## config.mk

```make
export PLATFORM = sky130hd
export DESIGN_NAME = pcsf_flag_bank
export DESIGN_NICKNAME = d
export VERILOG_FILES = /design/src/include/pcsf_pkg.sv /design/src/rtl/pcsf_flag_bank.sv /design/src/rtl/pcsf_channel.sv
export SDC_FILE = /design/constraint.sdc
export NUM_CORES = 1
export LEC_CHECK = 0
export BUFFER_PORTS_ARGS = -buffer_cell sky130_fd_sc_hd__buf_2
export CAP_MARGIN = 10
export CORE_MARGIN = 5
export CORE_UTILIZATION = 57
export DETAILED_ROUTE_END_ITERATION = 8
export GPL_TIMING_DRIVEN = 0
export PLACE_DENSITY = 0.79
export SYNTH_ARGS = -nofsm -noshare
export SYNTH_HDL_FRONTEND = slang
export SYNTH_HIERARCHICAL = 1
export SYNTH_SLANG_ARGS = --single-unit
```

## constraint.sdc

```tcl
create_clock -name mclk -period 2.4 [get_ports mclk]
set_input_delay 0.12 -clock mclk [delete_from_list [all_inputs] [get_ports mclk]]
set_output_delay 0.12 -clock mclk [all_outputs]
set_load 0.02 [all_outputs]
```

## src/include/pcsf_pkg.sv

```systemverilog
// Constants, types and register map of the pulse channel status flag bank
package pcsf_pkg;
    // Summary of operation
    // RULE1: Undervoltage flag only when supply present, low
    // RULE2: Sensor supply short sets sticky fault flag
    // RULE3: Failed single-shot preset load sets load error
    // RULE4: Load error refuses loads until clear request
    // RULE5: Output A short sets sticky fault flag
    // RULE6: Output B short or both-high sets flag
    // RULE7: Continuous mode flags invalid preset value
    // RULE8: Each accepted single-shot load flips acknowledge
    // RULE9: Ready flag shows parameterized, operational state
    // RULE10: Channel 1 bytes exist only in two-channel setup
    // RULE11: Clear request clears the four sticky faults
    // RULE12: Undescribed flag bits read as zero

    localparam int MAX_CH      = 2;
    localparam int ADDR_W      = 8;
    localparam int SYNC_STAGES = 3;

    // Register indices; byte address is four times the index
    localparam logic [ADDR_W-1:0] IDX_CH0_ERR = 8'h00;
    localparam logic [ADDR_W-1:0] IDX_CH0_STS = 8'h01;
    localparam logic [ADDR_W-1:0] IDX_CH1_ERR = 8'h08;
    localparam logic [ADDR_W-1:0] IDX_CH1_STS = 8'h09;
    // Control and interrupt registers
    localparam logic [ADDR_W-1:0] ADDR_CTRL     = 8'h40;
    localparam logic [ADDR_W-1:0] ADDR_IRQ_STS  = 8'h44;
    localparam logic [ADDR_W-1:0] ADDR_IRQ_MASK = 8'h48;

    // Error byte bit positions
    localparam int BIT_UNDERVOLT = 0;
    localparam int BIT_SENSOR    = 1;
    localparam int BIT_LOAD_ERR  = 2;
    localparam int BIT_OUT_A     = 4;
    localparam int BIT_OUT_B     = 5;
    localparam int BIT_INVALID   = 7;
    // Status byte bit positions
    localparam int BIT_LOAD_ACK  = 2;
    localparam int BIT_READY     = 4;

    // Control register: one byte per channel, then configuration
    localparam int CBIT_CLEAR   = 0;
    localparam int CBIT_SOURCE  = 1;
    localparam int CBIT_LEVEL_A = 3;
    localparam int CBIT_LEVEL_B = 4;
    localparam int CBIT_CONT    = 5;
    localparam int CBIT_TWO_CH  = 16;

    localparam logic [31:0] CTRL_RST = 32'h0000_0000;
    localparam logic [15:0] IRQ_RST  = 16'h0000;
    localparam logic [1:0]  RESP_OKAY   = 2'h0;
    localparam logic [1:0]  RESP_SLVERR = 2'h2;

    // Synchronised pin levels of one channel
    typedef struct packed {
        logic supply_present;
        logic supply_low;
        logic sensor_short;
        logic out_a_short;
        logic out_b_short;
    } pcsf_pins_t;

    // Control bits of one channel
    typedef struct packed {
        logic clear;
        logic source_sel;
        logic level_a;
        logic level_b;
        logic continuous;
    } pcsf_ctrl_t;

    // Feedback image of one channel
    typedef struct packed {
        logic [7:0] error;
        logic [7:0] status;
    } pcsf_flags_t;
endpackage : pcsf_pkg

```

## src/rtl/pcsf_flag_bank.sv

```systemverilog
// Status flag bank of the two pulse channels with an AXI4-Lite slave
`timescale 1ns/1ps
module pcsf_flag_bank #(
    parameter int NUM_CH = 2
) (
    input  wire logic                               mclk,
    input  wire logic                               arst_n,
    // AXI4-Lite write address and data
    input  wire logic [pcsf_pkg::ADDR_W-1:0]        s_axi_awaddr,
    input  wire logic                               s_axi_awvalid,
    output logic                                    s_axi_awready,
    input  wire logic [31:0]                        s_axi_wdata,
    input  wire logic [3:0]                         s_axi_wstrb,
    input  wire logic                               s_axi_wvalid,
    output logic                                    s_axi_wready,
    output logic [1:0]                              s_axi_bresp,
    output logic                                    s_axi_bvalid,
    input  wire logic                               s_axi_bready,
    // AXI4-Lite read
    input  wire logic [pcsf_pkg::ADDR_W-1:0]        s_axi_araddr,
    input  wire logic                               s_axi_arvalid,
    output logic                                    s_axi_arready,
    output logic [31:0]                             s_axi_rdata,
    output logic [1:0]                              s_axi_rresp,
    output logic                                    s_axi_rvalid,
    input  wire logic                               s_axi_rready,
    // Fault pins, asynchronous
    input  wire pcsf_pkg::pcsf_pins_t [NUM_CH-1:0]  pin_in,
    // Preset and sequencer side, same clock
    input  wire logic [NUM_CH-1:0]                  preset_load_action,
    input  wire logic [NUM_CH-1:0]                  preset_value_invalid,
    input  wire logic [NUM_CH-1:0]                  param_done,
    input  wire logic [NUM_CH-1:0]                  seq_level_a,
    output logic [NUM_CH-1:0]                       load_accept,
    output logic [NUM_CH-1:0]                       output_a,
    output logic [NUM_CH-1:0]                       output_b,
    output logic                                    irq
);
    localparam int PIN_W = $bits(pcsf_pkg::pcsf_pins_t) * NUM_CH;

    // The map and the interrupt layout hold two channels at most
    if (NUM_CH < 1 || NUM_CH > pcsf_pkg::MAX_CH) begin : g_bad_ch
        $error("NUM_CH must be 1 or 2");
    end

    // Byte addresses of the feedback bytes
    localparam logic [pcsf_pkg::ADDR_W-1:0] A_CH0_ERR =
        pcsf_pkg::ADDR_W'(pcsf_pkg::IDX_CH0_ERR * 4);
    localparam logic [pcsf_pkg::ADDR_W-1:0] A_CH0_STS =
        pcsf_pkg::ADDR_W'(pcsf_pkg::IDX_CH0_STS * 4);
    localparam logic [pcsf_pkg::ADDR_W-1:0] A_CH1_ERR =
        pcsf_pkg::ADDR_W'(pcsf_pkg::IDX_CH1_ERR * 4);
    localparam logic [pcsf_pkg::ADDR_W-1:0] A_CH1_STS =
        pcsf_pkg::ADDR_W'(pcsf_pkg::IDX_CH1_STS * 4);

    logic [PIN_W-1:0]          sync1_r, sync2_r, sync3_r, pin_vec_r;
    pcsf_pkg::pcsf_pins_t [NUM_CH-1:0] pins_s;
    logic [31:0]               ctrl_r;
    logic [15:0]               irq_sts_r, irq_mask_r, irq_ev;
    logic [15:0]               err_prev_r, err_now;
    pcsf_pkg::pcsf_flags_t     flags_vis [pcsf_pkg::MAX_CH];
    logic                      two_ch;

    // Write channel state
    logic                      aw_hold_r, w_hold_r, bvalid_r;
    logic [pcsf_pkg::ADDR_W-1:0] aw_addr_r;
    logic [31:0]               w_data_r;
    logic [3:0]                w_strb_r;
    logic [1:0]                bresp_r;
    logic                      wr_fire, wr_hit, aw_take, w_take;
    logic [31:0]               wr_mask;

    // Read channel state
    logic                      rvalid_r;
    logic [31:0]               rdata_r;
    logic [1:0]                rresp_r;
    logic [pcsf_pkg::ADDR_W-1:0] ar_addr_r;
    logic                      ar_take;
    logic [31:0]               rd_word;
    logic                      rd_hit;

    assign two_ch = ctrl_r[pcsf_pkg::CBIT_TWO_CH];

    // Three-stage pin synchroniser
    always_ff @(posedge mclk or negedge arst_n) begin
        if (!arst_n) begin
            sync1_r <= '0;
            sync2_r <= '0;
            sync3_r <= '0;
        end else begin
            sync1_r <= pin_in;
            sync2_r <= sync1_r;
            sync3_r <= sync2_r;
        end
    end

    // Accept a level once two late stages agree, filtering one-cycle glitches
    always_ff @(posedge mclk or negedge arst_n) begin
        if (!arst_n) begin
            pin_vec_r <= '0;
        end else begin
            for (int i = 0; i < PIN_W; i++) begin
                if (sync2_r[i] == sync3_r[i]) begin
                    pin_vec_r[i] <= sync3_r[i];
                end
            end
        end
    end

    assign pins_s = pin_vec_r;

    // One flag block per channel
    for (genvar c = 0; c < pcsf_pkg::MAX_CH; c++) begin : g_ch
        if (c < NUM_CH) begin : g_on
            pcsf_pkg::pcsf_ctrl_t  ctrl_c;
            pcsf_pkg::pcsf_flags_t flags_c;
            logic [7:0]            cb;

            assign cb                = ctrl_r[c*8 +: 8];
            assign ctrl_c.clear      = cb[pcsf_pkg::CBIT_CLEAR];
            assign ctrl_c.source_sel = cb[pcsf_pkg::CBIT_SOURCE];
            assign ctrl_c.level_a    = cb[pcsf_pkg::CBIT_LEVEL_A];
            assign ctrl_c.level_b    = cb[pcsf_pkg::CBIT_LEVEL_B];
            assign ctrl_c.continuous = cb[pcsf_pkg::CBIT_CONT];

            pcsf_channel u_ch (
                .mclk          (mclk),
                .arst_n        (arst_n),
                .pins          (pins_s[c]),
                .ctrl          (ctrl_c),
                .load_action   (preset_load_action[c]),
                .value_invalid (preset_value_invalid[c]),
                .param_done    (param_done[c]),
                .seq_level_a   (seq_level_a[c]),
                .load_accept   (load_accept[c]),
                .output_a      (output_a[c]),
                .output_b      (output_b[c]),
                .flags         (flags_c)
            );

            // Channel 1 is hidden unless two channels are configured
            assign flags_vis[c] = (c == 0 || two_ch) ? flags_c : '0; // [RULE10]
        end else begin : g_off
            assign flags_vis[c] = '0; // [RULE10]
        end
        assign err_now[c*8 +: 8] = flags_vis[c].error;
    end

    // Interrupt events are rising edges of the visible error flags
    assign irq_ev = err_now & ~err_prev_r;

    always_ff @(posedge mclk or negedge arst_n) begin
        if (!arst_n) begin
            err_prev_r <= pcsf_pkg::IRQ_RST;
        end else begin
            err_prev_r <= err_now;
        end
    end

    // Handshakes: one write in flight; both halves parked until answered
    assign aw_take       = s_axi_awvalid & s_axi_awready;
    assign w_take        = s_axi_wvalid & s_axi_wready;
    assign s_axi_awready = ~aw_hold_r & ~bvalid_r;
    assign s_axi_wready  = ~w_hold_r & ~bvalid_r;
    assign wr_fire       = aw_hold_r & w_hold_r & ~bvalid_r;
    assign s_axi_bvalid  = bvalid_r;
    assign s_axi_bresp   = bresp_r;

    always_comb begin
        for (int b = 0; b < 4; b++) begin
            wr_mask[b*8 +: 8] = {8{w_strb_r[b]}};
        end
    end

    assign wr_hit = (aw_addr_r == pcsf_pkg::ADDR_CTRL)
                 || (aw_addr_r == pcsf_pkg::ADDR_IRQ_STS)
                 || (aw_addr_r == pcsf_pkg::ADDR_IRQ_MASK)
                 || (aw_addr_r == A_CH0_ERR) || (aw_addr_r == A_CH0_STS)
                 || (aw_addr_r == A_CH1_ERR) || (aw_addr_r == A_CH1_STS);

    // Capture of write address and data, in either order
    always_ff @(posedge mclk or negedge arst_n) begin
        if (!arst_n) begin
            aw_hold_r <= 1'b0;
            w_hold_r  <= 1'b0;
            aw_addr_r <= '0;
            w_data_r  <= '0;
            w_strb_r  <= '0;
        end else begin
            if (aw_take) begin
                aw_hold_r <= 1'b1;
                aw_addr_r <= s_axi_awaddr;
            end else if (wr_fire) begin
                aw_hold_r <= 1'b0;
            end
            if (w_take) begin
                w_hold_r <= 1'b1;
                w_data_r <= s_axi_wdata;
                w_strb_r <= s_axi_wstrb;
            end else if (wr_fire) begin
                w_hold_r <= 1'b0;
            end
        end
    end

    // Write response; feedback bytes are read-only and ignore data
    always_ff @(posedge mclk or negedge arst_n) begin
        if (!arst_n) begin
            bvalid_r <= 1'b0;
            bresp_r  <= pcsf_pkg::RESP_OKAY;
        end else begin
            if (wr_fire) begin
                bvalid_r <= 1'b1;
                bresp_r  <= wr_hit ? pcsf_pkg::RESP_OKAY
                                   : pcsf_pkg::RESP_SLVERR;
            end else if (s_axi_bready) begin
                bvalid_r <= 1'b0;
            end
        end
    end

    // Control register steers the channels
    always_ff @(posedge mclk or negedge arst_n) begin
        if (!arst_n) begin
            ctrl_r <= pcsf_pkg::CTRL_RST;
        end else if (wr_fire && aw_addr_r == pcsf_pkg::ADDR_CTRL) begin
            ctrl_r <= (ctrl_r & ~wr_mask) | (w_data_r & wr_mask);
        end
    end

    // Mask register, same layout as the status
    always_ff @(posedge mclk or negedge arst_n) begin
        if (!arst_n) begin
            irq_mask_r <= pcsf_pkg::IRQ_RST;
        end else if (wr_fire && aw_addr_r == pcsf_pkg::ADDR_IRQ_MASK) begin
            irq_mask_r <= (irq_mask_r & ~wr_mask[15:0])
                        | (w_data_r[15:0] & wr_mask[15:0]);
        end
    end

    // Sticky status, write one to clear; a new event wins over the clear
    always_ff @(posedge mclk or negedge arst_n) begin
        if (!arst_n) begin
            irq_sts_r <= pcsf_pkg::IRQ_RST;
        end else if (wr_fire && aw_addr_r == pcsf_pkg::ADDR_IRQ_STS) begin
            irq_sts_r <= (irq_sts_r & ~(w_data_r[15:0] & wr_mask[15:0]))
                       | irq_ev;
        end else begin
            irq_sts_r <= irq_sts_r | irq_ev;
        end
    end

    assign irq = |(irq_sts_r & irq_mask_r);

    // Read decode; unmapped addresses answer with an error and zero
    always_comb begin
        rd_word = 32'h0000_0000;
        rd_hit  = 1'b1;
        unique case (s_axi_araddr)
            A_CH0_ERR:               rd_word[7:0]  = flags_vis[0].error;
            A_CH0_STS:               rd_word[7:0]  = flags_vis[0].status;
            A_CH1_ERR:               rd_word[7:0]  = flags_vis[1].error;
            A_CH1_STS:               rd_word[7:0]  = flags_vis[1].status;
            pcsf_pkg::ADDR_CTRL:     rd_word       = ctrl_r;
            pcsf_pkg::ADDR_IRQ_STS:  rd_word[15:0] = irq_sts_r;
            pcsf_pkg::ADDR_IRQ_MASK: rd_word[15:0] = irq_mask_r;
            default:                 rd_hit        = 1'b0;
        endcase
    end

    // Read channel: one read in flight, answer one cycle after the take
    assign ar_take       = s_axi_arvalid & s_axi_arready;
    assign s_axi_arready = ~rvalid_r;
    assign s_axi_rvalid  = rvalid_r;
    assign s_axi_rdata   = rdata_r;
    assign s_axi_rresp   = rresp_r;

    always_ff @(posedge mclk or negedge arst_n) begin
        if (!arst_n) begin
            rvalid_r  <= 1'b0;
            rdata_r   <= 32'h0000_0000;
            rresp_r   <= pcsf_pkg::RESP_OKAY;
            ar_addr_r <= '0;
        end else if (ar_take) begin
            rvalid_r  <= 1'b1;
            rdata_r   <= rd_word;
            rresp_r   <= rd_hit ? pcsf_pkg::RESP_OKAY
                                : pcsf_pkg::RESP_SLVERR;
            ar_addr_r <= s_axi_araddr;
        end else if (s_axi_rready) begin
            rvalid_r <= 1'b0;
        end
    end
endmodule : pcsf_flag_bank

```

## src/rtl/pcsf_channel.sv

```systemverilog
// Flag logic and output drive of one pulse channel
`timescale 1ns/1ps
module pcsf_channel (
    input  wire logic                  mclk,
    input  wire logic                  arst_n,
    input  wire pcsf_pkg::pcsf_pins_t  pins,
    input  wire pcsf_pkg::pcsf_ctrl_t  ctrl,
    input  wire logic                  load_action,
    input  wire logic                  value_invalid,
    input  wire logic                  param_done,
    input  wire logic                  seq_level_a,
    output logic                       load_accept,
    output logic                       output_a,
    output logic                       output_b,
    output pcsf_pkg::pcsf_flags_t      flags
);
    logic uv_r, sens_r, lderr_r, outa_r, outb_r, inval_r, ack_r, ready_r;
    logic load_try, manual_both;

    // Loads are taken only in single-shot mode and with no error pending
    assign load_try    = load_action & ~ctrl.continuous;
    assign load_accept = load_try & ~lderr_r & ~value_invalid; // [RULE4]
    assign manual_both = ~ctrl.source_sel & ctrl.level_a & ctrl.level_b;

    // Level flags follow their cause each cycle
    always_ff @(posedge mclk or negedge arst_n) begin
        if (!arst_n) begin
            uv_r    <= 1'b0;
            inval_r <= 1'b0;
            ready_r <= 1'b0;
        end else begin
            uv_r    <= pins.supply_present & pins.supply_low; // [RULE1]
            inval_r <= ctrl.continuous & value_invalid;       // [RULE7]
            ready_r <= param_done;                            // [RULE9]
        end
    end

    // Sticky faults; a new fault wins over a clear in the same cycle
    always_ff @(posedge mclk or negedge arst_n) begin
        if (!arst_n) begin
            sens_r  <= 1'b0;
            lderr_r <= 1'b0;
            outa_r  <= 1'b0;
            outb_r  <= 1'b0;
        end else begin
            sens_r  <= pins.sensor_short | (sens_r & ~ctrl.clear); // [RULE2] [RULE11]
            lderr_r <= (load_try & ~lderr_r & value_invalid)
                     | (lderr_r & ~ctrl.clear);                  // [RULE3] [RULE11]
            outa_r  <= pins.out_a_short | (outa_r & ~ctrl.clear);  // [RULE5] [RULE11]
            outb_r  <= pins.out_b_short | manual_both
                     | (outb_r & ~ctrl.clear);                   // [RULE6] [RULE11]
        end
    end

    // Acknowledge flips once per accepted load
    always_ff @(posedge mclk or negedge arst_n) begin
        if (!arst_n) begin
            ack_r <= 1'b0;
        end else begin
            ack_r <= ack_r ^ load_accept; // [RULE8]
        end
    end

    // Manual drive keeps B low while A is requested
    always_ff @(posedge mclk or negedge arst_n) begin
        if (!arst_n) begin
            output_a <= 1'b0;
            output_b <= 1'b0;
        end else begin
            output_a <= ctrl.source_sel ? seq_level_a : ctrl.level_a;
            output_b <= ~ctrl.source_sel & ctrl.level_b & ~ctrl.level_a;
        end
    end

    // Undescribed positions stay zero
    always_comb begin
        flags = '0; // [RULE12]
        flags.error[pcsf_pkg::BIT_UNDERVOLT] = uv_r;
        flags.error[pcsf_pkg::BIT_SENSOR]    = sens_r;
        flags.error[pcsf_pkg::BIT_LOAD_ERR]  = lderr_r;
        flags.error[pcsf_pkg::BIT_OUT_A]     = outa_r;
        flags.error[pcsf_pkg::BIT_OUT_B]     = outb_r;
        flags.error[pcsf_pkg::BIT_INVALID]   = inval_r;
        flags.status[pcsf_pkg::BIT_LOAD_ACK] = ack_r;
        flags.status[pcsf_pkg::BIT_READY]    = ready_r;
    end
endmodule : pcsf_channel

```

; Yosys cells after proc, flatten, opt, wreduce, memory -nomap -nowiden
; Index checks and enable logic that the tools add are counted.
[word_totals]
regBits = 222
word_cells = 181
out_inout_bits = 48
input_bits = 77
[classes]
n_reduce_logical = 17
muxes = 17
eq_ne = 22
bitwise_logic = 78
[op_table]
columns = operator, count
row1 = 16-bit AND, 5
row2 = 32-bit AND, 2
row3 = 8-bit one-hot mux with 7 select lines, 1
row4 = 8-bit by 7-bit equality test with 1-bit output (second input constant), 6
row5 = 16-bit two-way mux, 3
row6 = 16-bit inverter, 3
row7 = 16-bit bitwise OR, 3
row8 = 1-bit AND, 35
row9 = 8-bit by 6-bit equality test with 1-bit output (second input constant), 4
row10 = 32-bit inverter, 1
row11 = 32-bit bitwise OR, 1
row12 = 8-bit one-hot mux with 3 select lines, 1
row13 = 8-bit by 3-bit equality test with 1-bit output (second input constant), 2
row14 = 8-bit logical NOT, 2
row15 = 1-bit inverter, 16
row16 = 16-bit OR reduction, 1
row17 = 1-bit equality test, 10
row18 = 1-bit two-way mux, 10
row19 = 1-bit bitwise OR, 10
row20 = 2-bit nonzero test, 4
row21 = 7-bit OR reduction, 1
row22 = 1-bit logical OR, 6
row23 = 2-bit two-way mux, 2
row24 = 1-bit logical AND, 3
row25 = 1-bit bitwise XOR, 2

; Logic depth before layout (Yosys ltp)
[logic_depth]
depth_word = 8
depth_mapped = 6
mapped_depth_nobuf = 4

; By module
; The synthesis kept the hierarchy.
[modules_own_cells]
columns = module, area_each_um2, cells_each, seq_area_each_um2, instances
row1 = pcsf_flag_bank, 8047.7, 574, 5054.8, 1
row2 = pcsf_channel, 490.5, 40, 250.2, 2

; Worst setup path before layout
; No wires, ideal clock.
[synth_timing]
kind = register to register
from = reg bvalid_r (netlist: s_axi_bvalid)
to = reg w_data_r[12]
arrival_time_ns = 1.901
stages_incl_launch_ff = 6
setup_ns = 0.128
n_path_buf = 2
synth_period_minus_slack_ns = 2.028
required_ns = 2.272
path_slack_ns = 0.372
path_cell_list = dfrtp_1 -> nor2_1 -> and2_1 -> clkbuf_1 -> buf_2 -> mux2_1
[synth_via]
elab_chain_cells = 3
[synth_lines]
columns = element, line_no
row1 = start: declaration, pcsf_flag_bank.sv:65  ; logic aw_hold_r, w_hold_r, bvalid_r;
row2 = start signal: assignment, pcsf_flag_bank.sv:209  ; bvalid_r <= 1'b0;
row3 = start signal: assignment, pcsf_flag_bank.sv:213  ; bvalid_r <= 1'b1;
row4 = start signal: assignment, pcsf_flag_bank.sv:217  ; bvalid_r <= 1'b0;
row5 = 1-bit inverter, pcsf_flag_bank.sv:164  ; assign s_axi_wready = ~w_hold_r & ~bvalid_r;
row6 = 1-bit AND, pcsf_flag_bank.sv:164
row7 = via s_axi_wready, pcsf_flag_bank.sv:15  ; output logic s_axi_wready,
row8 = 1-bit AND, pcsf_flag_bank.sv:162  ; assign w_take = s_axi_wvalid & s_axi_wready;
row9 = end signal: assignment, pcsf_flag_bank.sv:198  ; w_data_r <= s_axi_wdata;
row10 = end: declaration, pcsf_flag_bank.sv:67  ; logic [31:0] w_data_r;
; The timed path passes the listed nets, and every way through them passes these cells.
; A chain may end at the register's enable or synchronous reset.

; Worst setup path after layout
[layout_timing]
from = reg rvalid_r (netlist: s_axi_rvalid)
to = reg rdata_r[30] (netlist: s_axi_rdata[30])
[layout_via]
elab_chain_cells = 2
[layout_lines]
columns = element, line_no
row1 = start: declaration, pcsf_flag_bank.sv:74  ; logic rvalid_r;
row2 = start signal: assignment, pcsf_flag_bank.sv:280  ; rvalid_r <= 1'b0;
row3 = start signal: assignment, pcsf_flag_bank.sv:285  ; rvalid_r <= 1'b1;
row4 = start signal: assignment, pcsf_flag_bank.sv:291  ; rvalid_r <= 1'b0;
row5 = 1-bit inverter, pcsf_flag_bank.sv:273  ; assign s_axi_arready = ~rvalid_r;
row6 = 1-bit AND, pcsf_flag_bank.sv:272  ; assign ar_take = s_axi_arvalid & s_axi_arready;
row7 = end signal: assignment, pcsf_flag_bank.sv:286  ; rdata_r <= rd_word;
row8 = end: declaration, pcsf_flag_bank.sv:75  ; logic [31:0] rdata_r;
; Every way passes these cells.

==> impl_metrics.tcl <==
set metrics [dict create \
    synthCells 654 \
    p_int_mw 7.25 \
    maxCapViolCount 0 \
    ioPinCount 125 \
    cts_buffers 23 \
    ys_seq_area_share_pct 61.5 \
    report.final.hold_viol_count 0 \
    required_ps 2830 \
    maxSlewHeadroom_pct 49.3 \
    hold_path_class "in2reg" \
    reg2reg_depth 5 \
    synth.area.top_cells "dfrtp_1 62%, mux2_1 13%, a22o_1 3.1%" \
    switching_power_mw 2.85 \
    num_vias 6224 \
    die_w_microns 136 \
    grt_pass1_wl_microns 35200 \
    gp_congestion 0.903 \
    layout_worst_path_cycle_share_pct 90.4 \
    cpMostUsedCell "clkbuf_1" \
    finalCriticalPeriod_ps 2170 \
    grt_pass1_vias 6559 \
    synth_top_cell_area_share_pct 61.5 \
    synthFlopType "dfrtp_1" \
    ff_latch_area_sq_mm 0.00556 \
    rows 46 \
    clk_pin_slew_worst_paths_ps 60 \
    synthArstFlopShare_pct 100 \
    drt_wl_total_microns 21900 \
    postRouteAntennaNets 0 \
    netlist_area_sq_mm 0.00903 \
    drt-initial-drc-count 500 \
    synth_area_per_cell_sq_um 13.8 \
    dp_hpwl_microns 15000 \
    rsz0062_at_grt "false" \
    drc 0 \
    dr.pass1.iters 6 \
    fmax_mhz 461 \
    antenna_cells 0 \
    maxSlewViolCount 0 \
    synth_warnings 6 \
    worstPathCellList "nand2b_1 -> clkbuf_1 -> clkbuf_2 -> clkbuf_1 -> a22o_1" \
    cp-start-kind "register" \
    switching_share_pct 28.2 \
    p_leak_nw 5.52 \
    multi_input_area_sq_mm 0.00310 \
    cp-endpoint "s_axi_rdata[30]" \
    syn2layout_area_growth_pct 26.1 \
    synth_cell_types 62 \
    fin_ws_ps 230 \
    synth_edf_count 0 \
    die_h_microns 136 \
    worstMarginPinSlew_ps 760 \
    finalSetupViolations 0 \
    ir_worst_vdd_v 0.000590 \
    setup.worst_path.start "s_axi_rvalid" \
    seqPwrFrac_pct 49.9 \
    cts.sinks 222 \
    root_buffer "clkbuf_16" \
    grt_usage_pct 24.5 \
    nNetsFinal 959 \
    port_buffers 121 \
    final.setup.tns_ps 0 \
    grt_overflow 0 \
    pre_cts_ws_ps 70.1 \
    setup.worst_path.end_class "register" \
    core-area_sq_mm 0.0157 \
    htree_levels 1 \
    antenna_found_initial 0 \
    slowest_delay_ps 510 \
    initial_utilization_pct 57.5 \
    r2r_setup_slack_ps 230 \
    nFillCells 1039 \
    clock_latency_ps 500 \
    post-place-cells 1007 \
    finish.utilization_pct 72.4 \
    ys_ff_latch 222 \
    die_area_sq_mm 0.0185 \
    timing.rr.start "s_axi_rvalid" \
    cts.path.max_buffers 3 \
    worstPathMaxFanout 10 \
    timing.rr.end "s_axi_rdata[30]" \
    synthMostInstantiatedCell "dfrtp_1" \
    synthTopCellsByCount "222 x dfrtp_1, 104 x mux2_1, 38 x nand2_1, 36 x buf_4, 32 x a22o_1" \
    skew_ps 10.5 \
    crit_type "reg2reg" \
    arrival_ps 2600 \
    cts_tree "yes" \
    combPwrFrac_pct 16.6 \
    clockPowerShare_pct 33.4 \
    final_layout_size_suffix_gt1_share_pct 25.0 \
    yosys.area.top_type "dfrtp_1" \
    grt_max_degree 126 \
    power_density_mw_per_mm2 887 \
    p_total_mw 10.1 \
    cp_slowest_cell "clkbuf_1" \
    via_per_inst 5.60 \
    status "finished, final reports clean" \
    wl_per_cell_microns 19.7 \
    finalNonFillerCells 1112 \
]
final cells by class:
cell class	instances	share of cell area, %
sequential	222	48.8
multi-input combinational	371	27.3
timing repair buffer	189	11.5
clock buffer	33	5.74
buffer	52	2.97
tap	216	2.37
inverter	23	0.759
clock inverter	6	0.539
logic make-up (layout without fill, tap and decap cells):
kind of cell,count (synthesis),after routing,synth area share [%]
DFF,222,222,61.5
adders and majority gates,10,10,1.11
buffers and inverters,76,303,4.73
AOI/OAI and AO/OA,105,105,9.02
muxes,113,113,14.3
xor gates and xnor gates,2,2,0.194
and+or+nand+nor,123,123,9.01
other,3,18,0.125
worst max-delay path, delay by kind of cell (launching register included):
| kind | cells | cell delay, ps |
|---|---|---|
| AOI/OAI and AO/OA | 1 | 240 |
| and+or+nand+nor | 1 | 120 |
| DFF | 1 | 370 |
| buffers and inverters | 3 | 1370 |
how the worst min path moves through the flow:
stage               startpoint  slack (ps)                        end  cells after the start
2_1_floorplan           arst_n        -180                  async pin                      0
3_5_place_dp            arst_n         200                 sync1_r[0]                      1
3_3_place_gp     param_done[0]         230  g_ch[0].g_on.u_ch/ready_r                      1
4_1_cts        s_axi_araddr[0]          60             s_axi_rdata[1]                      4
6_report       s_axi_araddr[1]          80             s_axi_rdata[1]                      4
5_1_grt        s_axi_araddr[0]         110             s_axi_rdata[1]                      4
cell usage in the layout (no fill, tap or decap), types with 11 or more instances in the layout:
master	count
dlygate4sd3_1	67
o21ai_0	11
a22o_1	32
clkbuf_1	15
nand2_1	38
nor2_1	12
clkbuf_16	23
buf_4	36
inv_1	22
conb_1	18
mux2_1	104
o21ai_1	11
buf_2	125
dfrtp_1	222
stage by stage:
| step | cell area [sq um] | hold slack [ps] |
|---|---|---|
| after floorplan | 9080 | -176 |
| after global placement | 9960 | 228 |
| after detailed placement | 10000 | 202 |
| after CTS | 11400 | 56.9 |
| after global routing | 11400 | 112 |
| final | 11400 | 79.1 |
power by group through the flow:
stage	registers, mW	logic, mW	clock network (mW)
detailed placement	5.07	1.58	0
global route	5.12	1.84	3.61
CTS	5.02	1.69	3.42
floorplan	4.88	1.08	0
finish	5.04	1.68	3.38
global placement	5.00	1.47	0
metal layers:
metal  wire, microns  vias up  GRT usage [%]  part of all wire, %
met4             597        0           8.23                  2.7
met2           10900      203           41.2                   50
met5               0        -              0                    0
met3            1090       42           3.70                  5.0
met1            9260     3201           33.1                   42
li1                -     2778              -                    -
timing repair:
action                                 4_1_cts  5_1_grt
setup buffers                                0        0
endpoints found under the hold margin      164        0
setup endpoints to repair                    0       25
resized for setup                            0        2
hold buffers                                67        0
No activity file was read; power rests on OpenSTA's default activity.
